### config.mk
export PLATFORM = sky130hd
export DESIGN_NAME = brs_seq
export DESIGN_NICKNAME = d
export VERILOG_FILES = /design/src/brs_pkg.sv /design/src/brs_seq.sv
export SDC_FILE = /design/constraint.sdc
export NUM_CORES = 1
export LEC_CHECK = 0
export ABC_AREA = 1
export BUFFER_PORTS_ARGS = -buffer_cell sky130_fd_sc_hd__buf_2
export CORE_ASPECT_RATIO = 0.5
export CORE_MARGIN = 8
export CORE_UTILIZATION = 52
export DETAILED_ROUTE_END_ITERATION = 8
export PLACE_DENSITY = 0.94
export SETUP_SLACK_MARGIN = 0.05
export SLEW_MARGIN = 20
export SYNTH_ARGS = -nofsm -noshare
export SYNTH_HDL_FRONTEND = slang
export SYNTH_SLANG_ARGS = --single-unit
export TNS_END_PERCENT = 100
### constraint.sdc
create_clock -name clk_sys_in -period 3.22 [get_ports clk_sys_in]
set_input_delay 0.322 -clock clk_sys_in [delete_from_list [all_inputs] [get_ports clk_sys_in]]
set_output_delay 0.322 -clock clk_sys_in [all_outputs]
set_load 0.005 [all_outputs]
### src/brs_pkg.sv
// package for the boot, reset and low-power sequencer
// assumes a single system clock domain and an axi4-lite register bus
package brs_pkg;
	// ======================================================================
	// register map (byte addresses)
	localparam logic [7:0] BRS_OFS_OPTION = 8'h00; // option byte, read only
	localparam logic [7:0] BRS_OFS_CTRL   = 8'h04; // low-power control
	localparam logic [7:0] BRS_OFS_STATUS = 8'h08; // sequencer state
	localparam logic [7:0] BRS_OFS_DMAWEN = 8'h0C; // dma wake enables
	localparam logic [7:0] BRS_OFS_BOOT   = 8'h10; // boot result
	// ======================================================================
	// option byte fields
	localparam int BRS_OPT_LPB_HI   = 4;
	localparam int BRS_OPT_LPB_LO   = 0;
	localparam int BRS_OPT_FAST     = 5;
	localparam int BRS_OPT_NMI      = 2;
	localparam int BRS_OPT_BPIN     = 1;
	localparam int BRS_OPT_SRC_HI   = 7;
	localparam int BRS_OPT_SRC_LO   = 6;
	// ======================================================================
	// divider codes and vectors
	localparam logic [3:0] BRS_DIV8 = 4'h7;
	localparam logic [3:0] BRS_DIV4 = 4'h3;
	localparam logic [3:0] BRS_DIV2 = 4'h1;
	localparam logic [3:0] BRS_DIV1 = 4'h0;
	localparam logic [31:0] BRS_VEC_SP  = 32'h0000_0000;
	localparam logic [31:0] BRS_VEC_PC  = 32'h0000_0004;
	localparam logic [31:0] BRS_VEC_NMI = 32'h0000_0008;
	localparam logic [31:0] BRS_LR_RST  = 32'hFFFF_FFFF;
	// ======================================================================
	// timing
	localparam int BRS_CLK_NS       = 10;
	localparam int BRS_CLKEN_NS     = 40;   // clocks settle before flash release
	localparam int BRS_CLKEN_CYC    = (BRS_CLKEN_NS + BRS_CLK_NS - 1) / BRS_CLK_NS;
	localparam int BRS_SLOW_FACTOR  = 4;    // slow flash init clock ratio
	localparam logic [7:0] BRS_CTRL_RST = 8'h00;
	// ======================================================================
	// low power mode selects
	typedef enum logic [1:0] {
		BRS_LP_NONE  = 2'h0,
		BRS_LP_PS1   = 2'h1,
		BRS_LP_PS2   = 2'h2,
		BRS_LP_STOP  = 2'h3
	} brs_lp_e;
	typedef enum logic [11:0] {
		ST_POR     = 12'h001,
		ST_CLKEN   = 12'h002,
		ST_FLASH   = 12'h004,
		ST_PINWAIT = 12'h008,
		ST_RUN     = 12'h010,
		ST_ENT_MST = 12'h020,
		ST_ENT_SLV = 12'h040,
		ST_ENT_PWR = 12'h080,
		ST_LP      = 12'h100,
		ST_DMAWAKE = 12'h200,
		ST_COMPUTE = 12'h400,
		ST_CPDMA   = 12'h800
	} brs_state_e;
	// clock and stop controls to clients
	typedef struct packed {
		logic core_clk_en;
		logic sys_clk_en;
		logic bus_clk_en;
		logic flash_clk_en;
		logic clkgen_en;
		logic regulator_run;
		logic master_stop;
		logic slave_stop;
		logic bus_slave_stop;
	} brs_clk_s;
	// processor boot controls
	typedef struct packed {
		logic        take_nmi;
		logic        force_rom;
		logic [1:0]  boot_src;
		logic [31:0] sp_addr;
		logic [31:0] pc_addr;
		logic [31:0] lr_value;
	} brs_boot_s;
endpackage

### src/brs_seq.sv
// boot, reset exit and low-power sequencer with axi4-lite registers
// assumes inputs from pins and power monitors are asynchronous to clk_sys_in
`timescale 1ns/1ns
module brs_seq import brs_pkg::*; #(
	parameter int DMA_CH      = 4,  // dma channels
	parameter int FLASH_INIT  = 16  // flash init cycles at fast rate
) (
	input  wire logic              clk_sys_in,        // system clock
	input  wire logic              rst_n_in,          // async reset, low
	input  wire logic              supply_good_in,    // supply above por threshold
	input  wire logic              lvd_safe_in,       // detector: regulated supply safe
	input  wire logic [7:0]        nv_option_in,      // nonvolatile option byte
	input  wire logic              reset_pin_in,      // reset pin level
	output logic                   reset_pin_out,     // reset pin drive value
	output logic                   reset_pin_oe_out,  // reset pin drive enable
	input  wire logic              boot_config_pin_in,// boot config / nmi pin
	output logic                   flash_rst_n_out,   // flash controller reset, low
	output logic                   sys_rst_n_out,     // system reset, low
	output logic [3:0]             core_clock_divider_out, // divider code
	output logic                   very_low_power_run_mode_out, // low-power run
	output logic                   flash_slow_clk_out,// flash init slow clock
	output brs_clk_s               clk_ctl_out,       // clock and stop controls
	output brs_boot_s              boot_out,          // boot decisions
	input  wire logic              async_irq_in,      // async module interrupt
	input  wire logic              bus_sync_irq_in,   // bus slave sync interrupt
	input  wire logic [DMA_CH-1:0] dma_req_in,        // dma requests
	input  wire logic              dma_done_in,       // current transfer complete
	input  wire logic              lp_request_in,     // cpu asks for low power
	input  wire logic              compute_req_in,    // compute operation request
	input  wire logic              master_ack_in,     // masters stopped
	input  wire logic              slave_ack_in,      // slaves stopped
	output logic                   stop_abort_out,    // stop abort flag
	input  wire logic [7:0]        s_axi_awaddr,      // write address
	input  wire logic              s_axi_awvalid,     // write address valid
	output logic                   s_axi_awready,     // write address ready
	input  wire logic [31:0]       s_axi_wdata,       // write data
	input  wire logic [3:0]        s_axi_wstrb,       // write strobes
	input  wire logic              s_axi_wvalid,      // write data valid
	output logic                   s_axi_wready,      // write data ready
	output logic [1:0]             s_axi_bresp,       // write response
	output logic                   s_axi_bvalid,      // write response valid
	input  wire logic              s_axi_bready,      // write response ready
	input  wire logic [7:0]        s_axi_araddr,      // read address
	input  wire logic              s_axi_arvalid,     // read address valid
	output logic                   s_axi_arready,     // read address ready
	output logic [31:0]            s_axi_rdata,       // read data
	output logic [1:0]             s_axi_rresp,       // read response
	output logic                   s_axi_rvalid,      // read data valid
	input  wire logic              s_axi_rready       // read data ready
);
	// ======================================================================
	// synchronisers
	logic [1:0] pin_sync_reg;
	logic [1:0] boot_sync_reg;
	logic [1:0] sup_sync_reg;
	logic [1:0] lvd_sync_reg;
	logic [1:0] irq_sync_reg;
	logic [DMA_CH-1:0] dma_s1_reg;
	logic [DMA_CH-1:0] dma_s2_reg;
	// two stage capture of asynchronous levels
	always_ff @(posedge clk_sys_in or negedge rst_n_in) begin
		if (!rst_n_in) begin
			pin_sync_reg  <= 2'h0;
			boot_sync_reg <= 2'h3;
			sup_sync_reg  <= 2'h0;
			lvd_sync_reg  <= 2'h0;
			irq_sync_reg  <= 2'h0;
			dma_s1_reg    <= '0;
			dma_s2_reg    <= '0;
		end else begin
			pin_sync_reg  <= {pin_sync_reg[0], reset_pin_in};
			boot_sync_reg <= {boot_sync_reg[0], boot_config_pin_in};
			sup_sync_reg  <= {sup_sync_reg[0], supply_good_in};
			lvd_sync_reg  <= {lvd_sync_reg[0], lvd_safe_in};
			irq_sync_reg  <= {irq_sync_reg[0], async_irq_in | bus_sync_irq_in};
			dma_s1_reg    <= dma_req_in;
			dma_s2_reg    <= dma_s1_reg;
		end
	end
	wire pin_high = pin_sync_reg[1];
	wire irq_lvl  = irq_sync_reg[1];
	// ======================================================================
	// registers
	logic [7:0]        option_reg;
	logic [1:0]        lp_mode_reg;
	logic              compute_irq_exit_reg;
	logic [DMA_CH-1:0] dma_wake_en_reg;
	logic              stop_abort_reg;
	brs_state_e        state_reg;
	logic [15:0]       cnt_reg;
	logic              take_nmi_reg;
	logic              force_rom_reg;
	wire  wake_dma = |(dma_s2_reg & dma_wake_en_reg);
	wire  lp_cur   = (lp_mode_reg == BRS_LP_PS1) ? 1'b1 : 1'b0;
	// ======================================================================
	// reset exit and low-power state machine
	wire [15:0] flash_len = option_reg[BRS_OPT_FAST] ? 16'(FLASH_INIT)
		: 16'(FLASH_INIT * BRS_SLOW_FACTOR);
	always_ff @(posedge clk_sys_in or negedge rst_n_in) begin
		if (!rst_n_in) begin
			state_reg <= ST_POR;
			cnt_reg   <= 16'h0000;
		end else begin
			cnt_reg <= cnt_reg + 16'h0001;
			case (state_reg)
				ST_POR: begin
					cnt_reg <= 16'h0000;
					if (sup_sync_reg[1] && lvd_sync_reg[1])
						state_reg <= ST_CLKEN;
				end
				ST_CLKEN: if (cnt_reg == 16'(BRS_CLKEN_CYC - 1)) begin
					state_reg <= ST_FLASH;
					cnt_reg   <= 16'h0000;
				end
				ST_FLASH: if (cnt_reg == flash_len - 16'h0001)
					state_reg <= ST_PINWAIT;
				ST_PINWAIT: if (pin_high)
					state_reg <= ST_RUN;
				ST_RUN: begin
					if (compute_req_in)
						state_reg <= ST_COMPUTE;
					else if (lp_request_in && lp_mode_reg != BRS_LP_NONE)
						state_reg <= ST_ENT_MST;
				end
				ST_ENT_MST: begin
					if (irq_lvl)
						state_reg <= ST_RUN;
					else if (wake_dma)
						state_reg <= ST_DMAWAKE;
					else if (master_ack_in)
						state_reg <= ST_ENT_SLV;
				end
				ST_ENT_SLV: begin
					if (irq_lvl)
						state_reg <= ST_RUN;
					else if (wake_dma)
						state_reg <= ST_DMAWAKE;
					else if (slave_ack_in)
						state_reg <= ST_ENT_PWR;
				end
				ST_ENT_PWR: state_reg <= wake_dma ? ST_DMAWAKE : ST_LP;
				ST_LP: begin
					if (irq_lvl)
						state_reg <= ST_RUN;
					else if (wake_dma)
						state_reg <= ST_DMAWAKE;
				end
				ST_DMAWAKE: begin
					if (irq_lvl)
						state_reg <= ST_RUN;
					else if (!wake_dma && dma_done_in)
						state_reg <= ST_ENT_MST;
				end
				ST_COMPUTE: begin
					if (!compute_req_in || (irq_lvl && compute_irq_exit_reg))
						state_reg <= ST_RUN;
					else if (wake_dma)
						state_reg <= ST_CPDMA;
				end
				ST_CPDMA: begin
					if (irq_lvl && compute_irq_exit_reg)
						state_reg <= ST_RUN;
					else if (!wake_dma && dma_done_in)
						state_reg <= ST_COMPUTE;
				end
				default: state_reg <= ST_POR;
			endcase
		end
	end
	// option byte captured once clocks run
	always_ff @(posedge clk_sys_in or negedge rst_n_in) begin
		if (!rst_n_in)
			option_reg <= 8'h00;
		else if (state_reg == ST_CLKEN && cnt_reg == 16'h0000)
			option_reg <= nv_option_in;
	end
	// boot decision sampled when pin releases
	always_ff @(posedge clk_sys_in or negedge rst_n_in) begin
		if (!rst_n_in) begin
			take_nmi_reg  <= 1'b0;
			force_rom_reg <= 1'b0;
		end else if (state_reg == ST_PINWAIT && pin_high) begin
			take_nmi_reg  <= !boot_sync_reg[1] && option_reg[BRS_OPT_NMI]
				&& option_reg[BRS_OPT_BPIN];
			force_rom_reg <= !boot_sync_reg[1] && !option_reg[BRS_OPT_BPIN];
		end
	end
	// ======================================================================
	// outputs to clients
	wire in_reset = (state_reg == ST_POR) || (state_reg == ST_CLKEN)
		|| (state_reg == ST_FLASH) || (state_reg == ST_PINWAIT);
	wire stopped  = (state_reg == ST_ENT_PWR) || (state_reg == ST_LP);
	wire [1:0] lpb = {option_reg[BRS_OPT_LPB_HI], option_reg[BRS_OPT_LPB_LO]};
	always_comb begin
		reset_pin_out    = 1'b0;
		reset_pin_oe_out = (state_reg == ST_CLKEN) || (state_reg == ST_FLASH);
		flash_rst_n_out  = (state_reg != ST_POR) && (state_reg != ST_CLKEN);
		sys_rst_n_out    = !in_reset;
		flash_slow_clk_out = !option_reg[BRS_OPT_FAST];
		case (lpb)
			2'h0: core_clock_divider_out = BRS_DIV8;
			2'h1: core_clock_divider_out = BRS_DIV4;
			2'h2: core_clock_divider_out = BRS_DIV2;
			default: core_clock_divider_out = BRS_DIV1;
		endcase
		very_low_power_run_mode_out = !lpb[1];
		clk_ctl_out.clkgen_en     = (state_reg != ST_POR) &&
			!(stopped && lp_mode_reg == BRS_LP_STOP);
		clk_ctl_out.regulator_run = clk_ctl_out.clkgen_en;
		clk_ctl_out.sys_clk_en    = (state_reg != ST_POR) && !stopped;
		clk_ctl_out.flash_clk_en  = clk_ctl_out.sys_clk_en;
		clk_ctl_out.bus_clk_en    = (state_reg != ST_POR) &&
			!(stopped && lp_mode_reg != BRS_LP_PS2);
		clk_ctl_out.core_clk_en   = !in_reset && (state_reg == ST_RUN
			|| state_reg == ST_COMPUTE || state_reg == ST_CPDMA);
		clk_ctl_out.master_stop   = (state_reg == ST_ENT_MST) || (state_reg == ST_ENT_SLV)
			|| stopped || (state_reg == ST_COMPUTE);
		clk_ctl_out.slave_stop    = (state_reg == ST_ENT_SLV) || stopped
			|| (state_reg == ST_COMPUTE);
		clk_ctl_out.bus_slave_stop = clk_ctl_out.slave_stop &&
			!(stopped && lp_mode_reg == BRS_LP_PS2);
		boot_out.take_nmi  = take_nmi_reg;
		boot_out.force_rom = force_rom_reg;
		boot_out.boot_src  = option_reg[BRS_OPT_SRC_HI:BRS_OPT_SRC_LO];
		boot_out.sp_addr   = BRS_VEC_SP;
		boot_out.pc_addr   = take_nmi_reg ? BRS_VEC_NMI : BRS_VEC_PC;
		boot_out.lr_value  = BRS_LR_RST;
		stop_abort_out     = stop_abort_reg;
	end
	// ======================================================================
	// axi4-lite slave
	logic aw_got_reg, w_got_reg;
	logic [7:0]  aw_reg;
	logic [31:0] wd_reg;
	logic [3:0]  ws_reg;
	assign s_axi_awready = !aw_got_reg && !s_axi_bvalid;
	assign s_axi_wready  = !w_got_reg && !s_axi_bvalid;
	assign s_axi_arready = !s_axi_rvalid;
	wire wr_fire = aw_got_reg && w_got_reg && !s_axi_bvalid;
	wire wr_hit  = (aw_reg == BRS_OFS_CTRL) || (aw_reg == BRS_OFS_DMAWEN)
		|| (aw_reg == BRS_OFS_STATUS);
	// write channel capture and response
	always_ff @(posedge clk_sys_in or negedge rst_n_in) begin
		if (!rst_n_in) begin
			aw_got_reg <= 1'b0;
			w_got_reg  <= 1'b0;
			aw_reg     <= 8'h00;
			wd_reg     <= 32'h0000_0000;
			ws_reg     <= 4'h0;
			s_axi_bvalid <= 1'b0;
			s_axi_bresp  <= 2'h0;
		end else begin
			if (s_axi_awvalid && s_axi_awready) begin
				aw_got_reg <= 1'b1;
				aw_reg     <= s_axi_awaddr;
			end
			if (s_axi_wvalid && s_axi_wready) begin
				w_got_reg <= 1'b1;
				wd_reg    <= s_axi_wdata;
				ws_reg    <= s_axi_wstrb;
			end
			if (wr_fire) begin
				aw_got_reg   <= 1'b0;
				w_got_reg    <= 1'b0;
				s_axi_bvalid <= 1'b1;
				s_axi_bresp  <= wr_hit ? 2'h0 : 2'h2;
			end else if (s_axi_bvalid && s_axi_bready)
				s_axi_bvalid <= 1'b0;
		end
	end
	// control registers written by software
	always_ff @(posedge clk_sys_in or negedge rst_n_in) begin
		if (!rst_n_in) begin
			lp_mode_reg          <= BRS_CTRL_RST[1:0];
			compute_irq_exit_reg <= BRS_CTRL_RST[2];
			dma_wake_en_reg      <= '0;
		end else if (wr_fire && ws_reg[0]) begin
			if (aw_reg == BRS_OFS_CTRL) begin
				lp_mode_reg          <= wd_reg[1:0];
				compute_irq_exit_reg <= wd_reg[2];
			end
			if (aw_reg == BRS_OFS_DMAWEN)
				dma_wake_en_reg <= wd_reg[DMA_CH-1:0];
		end
	end
	// stop abort flag, set beats clear
	wire abort_set = wake_dma && !irq_lvl && (state_reg == ST_ENT_MST || state_reg == ST_ENT_SLV);
	always_ff @(posedge clk_sys_in or negedge rst_n_in) begin
		if (!rst_n_in)
			stop_abort_reg <= 1'b0;
		else if (abort_set)
			stop_abort_reg <= 1'b1;
		else if (wr_fire && ws_reg[0] && aw_reg == BRS_OFS_STATUS && wd_reg[16])
			stop_abort_reg <= 1'b0;
	end
	// read channel
	logic [31:0] rd_val;
	logic        rd_ok;
	always_comb begin
		rd_val = 32'h0000_0000;
		rd_ok  = 1'b1;
		case (s_axi_araddr)
			BRS_OFS_OPTION: rd_val = {24'h000000, option_reg};
			BRS_OFS_CTRL:   rd_val = {29'h0, compute_irq_exit_reg, lp_mode_reg};
			BRS_OFS_STATUS: rd_val = {15'h0, stop_abort_reg, 4'h0, state_reg};
			BRS_OFS_DMAWEN: rd_val = 32'(dma_wake_en_reg);
			BRS_OFS_BOOT:   rd_val = {28'h0, boot_out.boot_src, force_rom_reg, take_nmi_reg};
			default:        rd_ok  = 1'b0;
		endcase
	end
	always_ff @(posedge clk_sys_in or negedge rst_n_in) begin
		if (!rst_n_in) begin
			s_axi_rvalid <= 1'b0;
			s_axi_rdata  <= 32'h0000_0000;
			s_axi_rresp  <= 2'h0;
		end else if (s_axi_arvalid && s_axi_arready) begin
			s_axi_rvalid <= 1'b1;
			s_axi_rdata  <= rd_val;
			s_axi_rresp  <= rd_ok ? 2'h0 : 2'h2;
		end else if (s_axi_rvalid && s_axi_rready)
			s_axi_rvalid <= 1'b0;
	end
	// ======================================================================
	// checks
	property p_por_hold;
		@(posedge clk_sys_in) disable iff (!rst_n_in)
		(state_reg == ST_POR && !lvd_sync_reg[1]) |=> state_reg == ST_POR;
	endproperty
	a_por_hold: assert property (p_por_hold) else $error("left por early");
	property p_pin_drive;
		@(posedge clk_sys_in) disable iff (!rst_n_in)
		(state_reg == ST_FLASH) |-> (reset_pin_oe_out && !sys_rst_n_out && flash_rst_n_out);
	endproperty
	a_pin_drive: assert property (p_pin_drive) else $error("flash phase wrong");
	property p_pin_low_hold;
		@(posedge clk_sys_in) disable iff (!rst_n_in)
		(state_reg == ST_PINWAIT && !pin_high) |=> !sys_rst_n_out;
	endproperty
	a_pin_low_hold: assert property (p_pin_low_hold) else $error("released on low pin");
	property p_release;
		@(posedge clk_sys_in) disable iff (!rst_n_in)
		(state_reg == ST_PINWAIT && pin_high) |=> (sys_rst_n_out && clk_ctl_out.core_clk_en);
	endproperty
	a_release: assert property (p_release) else $error("no release");
	property p_div;
		@(posedge clk_sys_in) disable iff (!rst_n_in)
		(lpb == 2'h0) |-> (core_clock_divider_out == BRS_DIV8 && very_low_power_run_mode_out);
	endproperty
	a_div: assert property (p_div) else $error("divider wrong");
	property p_ps2;
		@(posedge clk_sys_in) disable iff (!rst_n_in)
		(state_reg == ST_LP && lp_mode_reg == BRS_LP_PS2) |->
			(clk_ctl_out.bus_clk_en && !clk_ctl_out.sys_clk_en);
	endproperty
	a_ps2: assert property (p_ps2) else $error("level two clocks wrong");
	property p_ps1;
		@(posedge clk_sys_in) disable iff (!rst_n_in)
		(state_reg == ST_LP && lp_cur) |->
			(!clk_ctl_out.bus_clk_en && clk_ctl_out.clkgen_en);
	endproperty
	a_ps1: assert property (p_ps1) else $error("level one clocks wrong");
	property p_dma_core;
		@(posedge clk_sys_in) disable iff (!rst_n_in)
		(state_reg == ST_DMAWAKE) |-> (!clk_ctl_out.core_clk_en && clk_ctl_out.sys_clk_en
			&& !clk_ctl_out.master_stop);
	endproperty
	a_dma_core: assert property (p_dma_core) else $error("dma wake clocks wrong");
	property p_irq_exit;
		@(posedge clk_sys_in) disable iff (!rst_n_in)
		(state_reg == ST_DMAWAKE && irq_lvl) |=> state_reg == ST_RUN;
	endproperty
	a_irq_exit: assert property (p_irq_exit) else $error("no irq exit");
	property p_abort;
		@(posedge clk_sys_in) disable iff (!rst_n_in)
		abort_set |=> (stop_abort_reg && state_reg == ST_DMAWAKE);
	endproperty
	a_abort: assert property (p_abort) else $error("abort missed");
endmodule

=== Word level (Yosys, flattened, before mapping) ===
Index checks and enable logic that the tools add are counted.

* Flip-flop bits (word level): 130
* Bits of input ports: 82
* Output and inout bits: 161

* $add $sub $neg: 2
* Equality and inequality tests: 39
* Mux-type cells: 41
* Bitwise logic cells: 2
* Reduce and logical (&&, ||, !) cells: 77

{| class="wikitable"
|+ Operator list
! operator !! number
|-
| $mux W12 || 20
|-
| $pmux W12 S12 || 1
|-
| $pmux W17 S5 || 1
|-
| $eq A8 B4 Y1 const B || 4
|-
| $logic_and A1 B1 Y1 || 32
|-
| $pmux W16 S2 || 1
|-
| $add A16 B1 Y16 const B || 1
|-
| $eq A16 B16 Y1 || 1
|-
| $eq A16 B2 Y1 const B || 1
|-
| $eq A8 B3 Y1 const B || 2
|-
| $logic_not A1 Y1 || 16
|-
| $logic_not A16 Y1 || 1
|-
| $mux W16 || 1
|-
| $logic_or A1 B1 Y1 || 15
|-
| $ne A3 B3 Y1 const B || 5
|-
| $eq A12 B1 Y1 const B || 1
|-
| $eq A12 B10 Y1 const B || 1
|-
| $eq A12 B11 Y1 const B || 1
|-
| $eq A12 B12 Y1 const B || 1
|-
| $eq A12 B2 Y1 const B || 1
|-
| $eq A12 B3 Y1 const B || 1
|-
| $eq A12 B4 Y1 const B || 1
|-
| $eq A12 B5 Y1 const B || 1
|-
| $eq A12 B6 Y1 const B || 1
|-
| other kinds (26) || 50
|}

=== Logic depth before layout (Yosys ltp) ===
* Word-level depth: 7
* Depth in mapped cells: 13
* Mapped depth without buffers: 13

=== Worst setup path before layout ===
Ideal clock, no wire load.

* Path kind: register to output
* Start: register state_reg[9]
* End: output port clk_ctl_out[4] in the netlist's numbering
* Arrival: 1.329 ns
* Path slack: 1.569 ns
* Cell stages (with the launch flop): 8
* Buffers on the path: 1
* Cell sequence: dfrtp_1 > nor2_2 > nand2_4 > nor2_4 > nand4_1 > nand2_1 > a31oi_1 > buf_4

{| class="wikitable"
|+ RTL lines
! item !! line !! source
|-
| start, declared || brs_seq.sv:89 || <nowiki>brs_state_e state_reg;</nowiki>
|-
| start signal, assigned || brs_seq.sv:141 || <nowiki>ST_ENT_PWR: state_reg <= wake_dma ? ST_DMAWAKE : ST_LP;</nowiki>
|-
| end, declared || brs_seq.sv:22 || <nowiki>output brs_clk_s clk_ctl_out,</nowiki>
|}

==> flow_summary.json <==
{
  "grt_pass1_wl_mm": 21.0,
  "r2r_slack_ns": 1.25,
  "peakVddDrop_mv": 0.454,
  "cp_cell_sequence": "nor2_2 -> nand2_4 -> nor2_4 -> nand4_1 -> nand2_1 -> nor3_1 -> a31oi_1 -> buf_2",
  "synth_cells": 688,
  "area_delta_synth_final_pct": 7.18,
  "dp_slack_ns": 1.12,
  "htreeDepth": 3,
  "grt_max_degree": 85,
  "worst_pin_slew_ns": 0.741,
  "yosysMostFrequentCell": "buf_4",
  "final_max_slew_viol_count": 0,
  "io_buffers": 95,
  "fin_crit_ns": 2.52,
  "comb_power_share_pct": 36.1,
  "outcome": "completed",
  "fin_crit_sh_pct": 78.4,
  "fin_ws_ns": 0.695,
  "multi_input_area_mm2": 0.00242,
  "cap_viol_max_count": 0,
  "p_sw_share_pct": 38.7,
  "arrival_ns": 2.20,
  "clock_skew_ns": 0.00732,
  "fillers": 949,
  "cts.path.max_buffers": 2,
  "drt-total-wl_mm": 13.1,
  "cts_sinks": 97,
  "synth_edf_count": 0,
  "numCtsBuffers": 9,
  "die_area_mm2": 0.0149,
  "hp-class": "in2async",
  "ys_seq_area_share_pct": 42.3,
  "post_drt_wl_per_cell_um": 14.1,
  "viasPerCell": 4.79,
  "ys_types": 45,
  "rows": 27,
  "clock_latency_ns": 0.34,
  "drtAntennaViolNets": 0,
  "antenna_found_initial": 0,
  "fin_hold_ws_ns": 0.0339,
  "power_density_mw_per_mm2": 689,
  "power_uw": 4240,
  "drt_first_pass_iters": 4,
  "synth-seq-cells": 97,
  "dpl.hpwl_mm": 10.6,
  "vias": 4458,
  "cts_tree": "built",
  "synth.top_cells.by_area": "dfrtp_1, buf_4, nand2_1",
  "overflow": 0,
  "initial_core_util_pct": 52.8,
  "start_kind": "register",
  "yosysTopAreaCellShare_pct": 40.9,
  "hold_viol": 0,
  "p_leak_uw": 0.00339,
  "critPathSlowestCell": "dfrtp_1",
  "core_area_mm2": 0.0109,
  "crit_type": "reg2out",
  "drive_gt1_share_pct": 22.5,
  "final_cells": 931,
  "regArea_mm2": 0.00243,
  "path_max_fanout": 6,
  "post-synth-top-area-cell": "dfrtp_1",
  "synth_flop_cell": "dfrtp_1",
  "worstPathRequired_ns": 2.90,
  "clkTransAtPathRegs_ns": 0.06,
  "setup_violations": 0,
  "grt_pass1_vias": 4397,
  "pwr-share-seq_pct": 40.2,
  "dp.cells": 915,
  "gp_congestion": 0.920,
  "max-slew-margin-rel_pct": 50.6,
  "p_clk_share_pct": 23.7,
  "nets": 865,
  "cts_hold_buf": 0,
  "synth_warnings": 0,
  "drt_iter0_drc": 224,
  "antenna_cells": 0,
  "switching_power_uw": 1640,
  "synth_common_cells": "buf_4, nand2_1, dfrtp_1, inv_1, nor2_1",
  "synth-async-reset-ratio_pct": 100,
  "endpoint_kind": "output port",
  "drc": 0,
  "cts_resized": 0,
  "cpPeakStageDelay_ns": 0.44,
  "postCtsSetupRepairBufs": 0,
  "syn-cell-area_mm2": 0.00575,
  "fin_tns_setup_ns": 0,
  "die_width_um": 165,
  "grt_use_total_pct": 17.4,
  "fmax_mhz": 396,
  "num_io_pins": 243,
  "rsz0062_at_grt": "no",
  "cts_root_buf": "clkbuf_16",
  "largest_reg_flops": 16,
  "avgSynthCellArea_um2": 8.35,
  "internal_power_uw": 2600,
  "die_h_um": 90.3
}
cell families after synthesis:
kind of cell | count (synthesis) | synth area share (%)
flip-flops | 97 | 42.3
AND/OR/NAND/NOR | 266 | 22.2
XOR/XNOR | 2 | 0.305
multiplexers | 14 | 2.87
AO/OA/AOI/OAI | 83 | 8.73
other | 2 | 0.131
adder cells (fa/ha/maj) | 2 | 0.435
buffers and inverters | 222 | 23.1
routing by layer:
layer,wire [µm],vias up,GRT usage (%)
met5,0,-,0
met1,5160,2096,20.3
li1,-,2125,-
met2,6510,210,30.5
met4,331,0,6.48
met3,1140,27,3.87
worst max-delay path: cells and delay by family, from the launching register on:
family / cells / cell delay (ns)
flops: 1 / 0.44
compound gates: 1 / 0.24
simple gates: 6 / 1.01
buf+inv: 1 / 0.17
placed cells by master, fill, tap and decap left out, types with 3 or more instances in the layout:
cell type / count
dfstp_2: 3
nand3_2: 3
nand2_4: 4
dfrtp_1: 94
a21oi_1: 23
inv_1: 87
o21ai_0: 28
nor2_1: 66
clkbuf_16: 9
o31ai_1: 6
nand2_1: 115
o22ai_1: 8
conb_1: 117
nand2_2: 7
o21ai_2: 6
nand3_1: 27
nor2_4: 5
buf_2: 94
nor3_1: 9
inv_2: 3
nand4_1: 13
nor2_2: 10
mux2_2: 12
final cells by class:
cell class | instances | share of cell area (%)
sequential | 97 | 39.5
multi-input combinational | 484 | 39.3
timing repair buffer | 97 | 8.06
inverter | 92 | 5.65
clock buffer | 11 | 3.94
tap | 145 | 2.94
clock inverter | 5 | 0.609
power by group through the flow:
stage	registers (µW)	clock network [µW]	logic, µW
2_1_floorplan	1660	0	1250
6_report	1700	1010	1530
3_3_place_gp	1700	0	1480
5_1_grt	1740	1070	1700
3_5_place_dp	1720	0	1520
4_1_cts	1700	1020	1530
final timing paths:
check                                    from  depth (start not counted)          endpoint
setup / recovery                 state_reg[9]                          8    clk_ctl_out[0]
min in group clk_sys_in    boot_config_pin_in                          1  boot_sync_reg[0]
setup reg to reg                   cnt_reg[0]                         12     state_reg[11]
hold / removal                       rst_n_in                          1     dma_s2_reg[0]
hold reg to reg               lvd_sync_reg[0]                          0   lvd_sync_reg[1]
max in group asynchronous            rst_n_in                          2         aw_reg[6]
through the flow:
stage / area [µm²] / util (%)
final: 6160 / 56.6
after floorplan: 6180 / -
after global placement: 5880 / 54.0
after global routing: 6160 / 56.6
after CTS: 6160 / 56.6
after detailed placement: 5880 / 54.0
(Power assumes the default switching activity.)
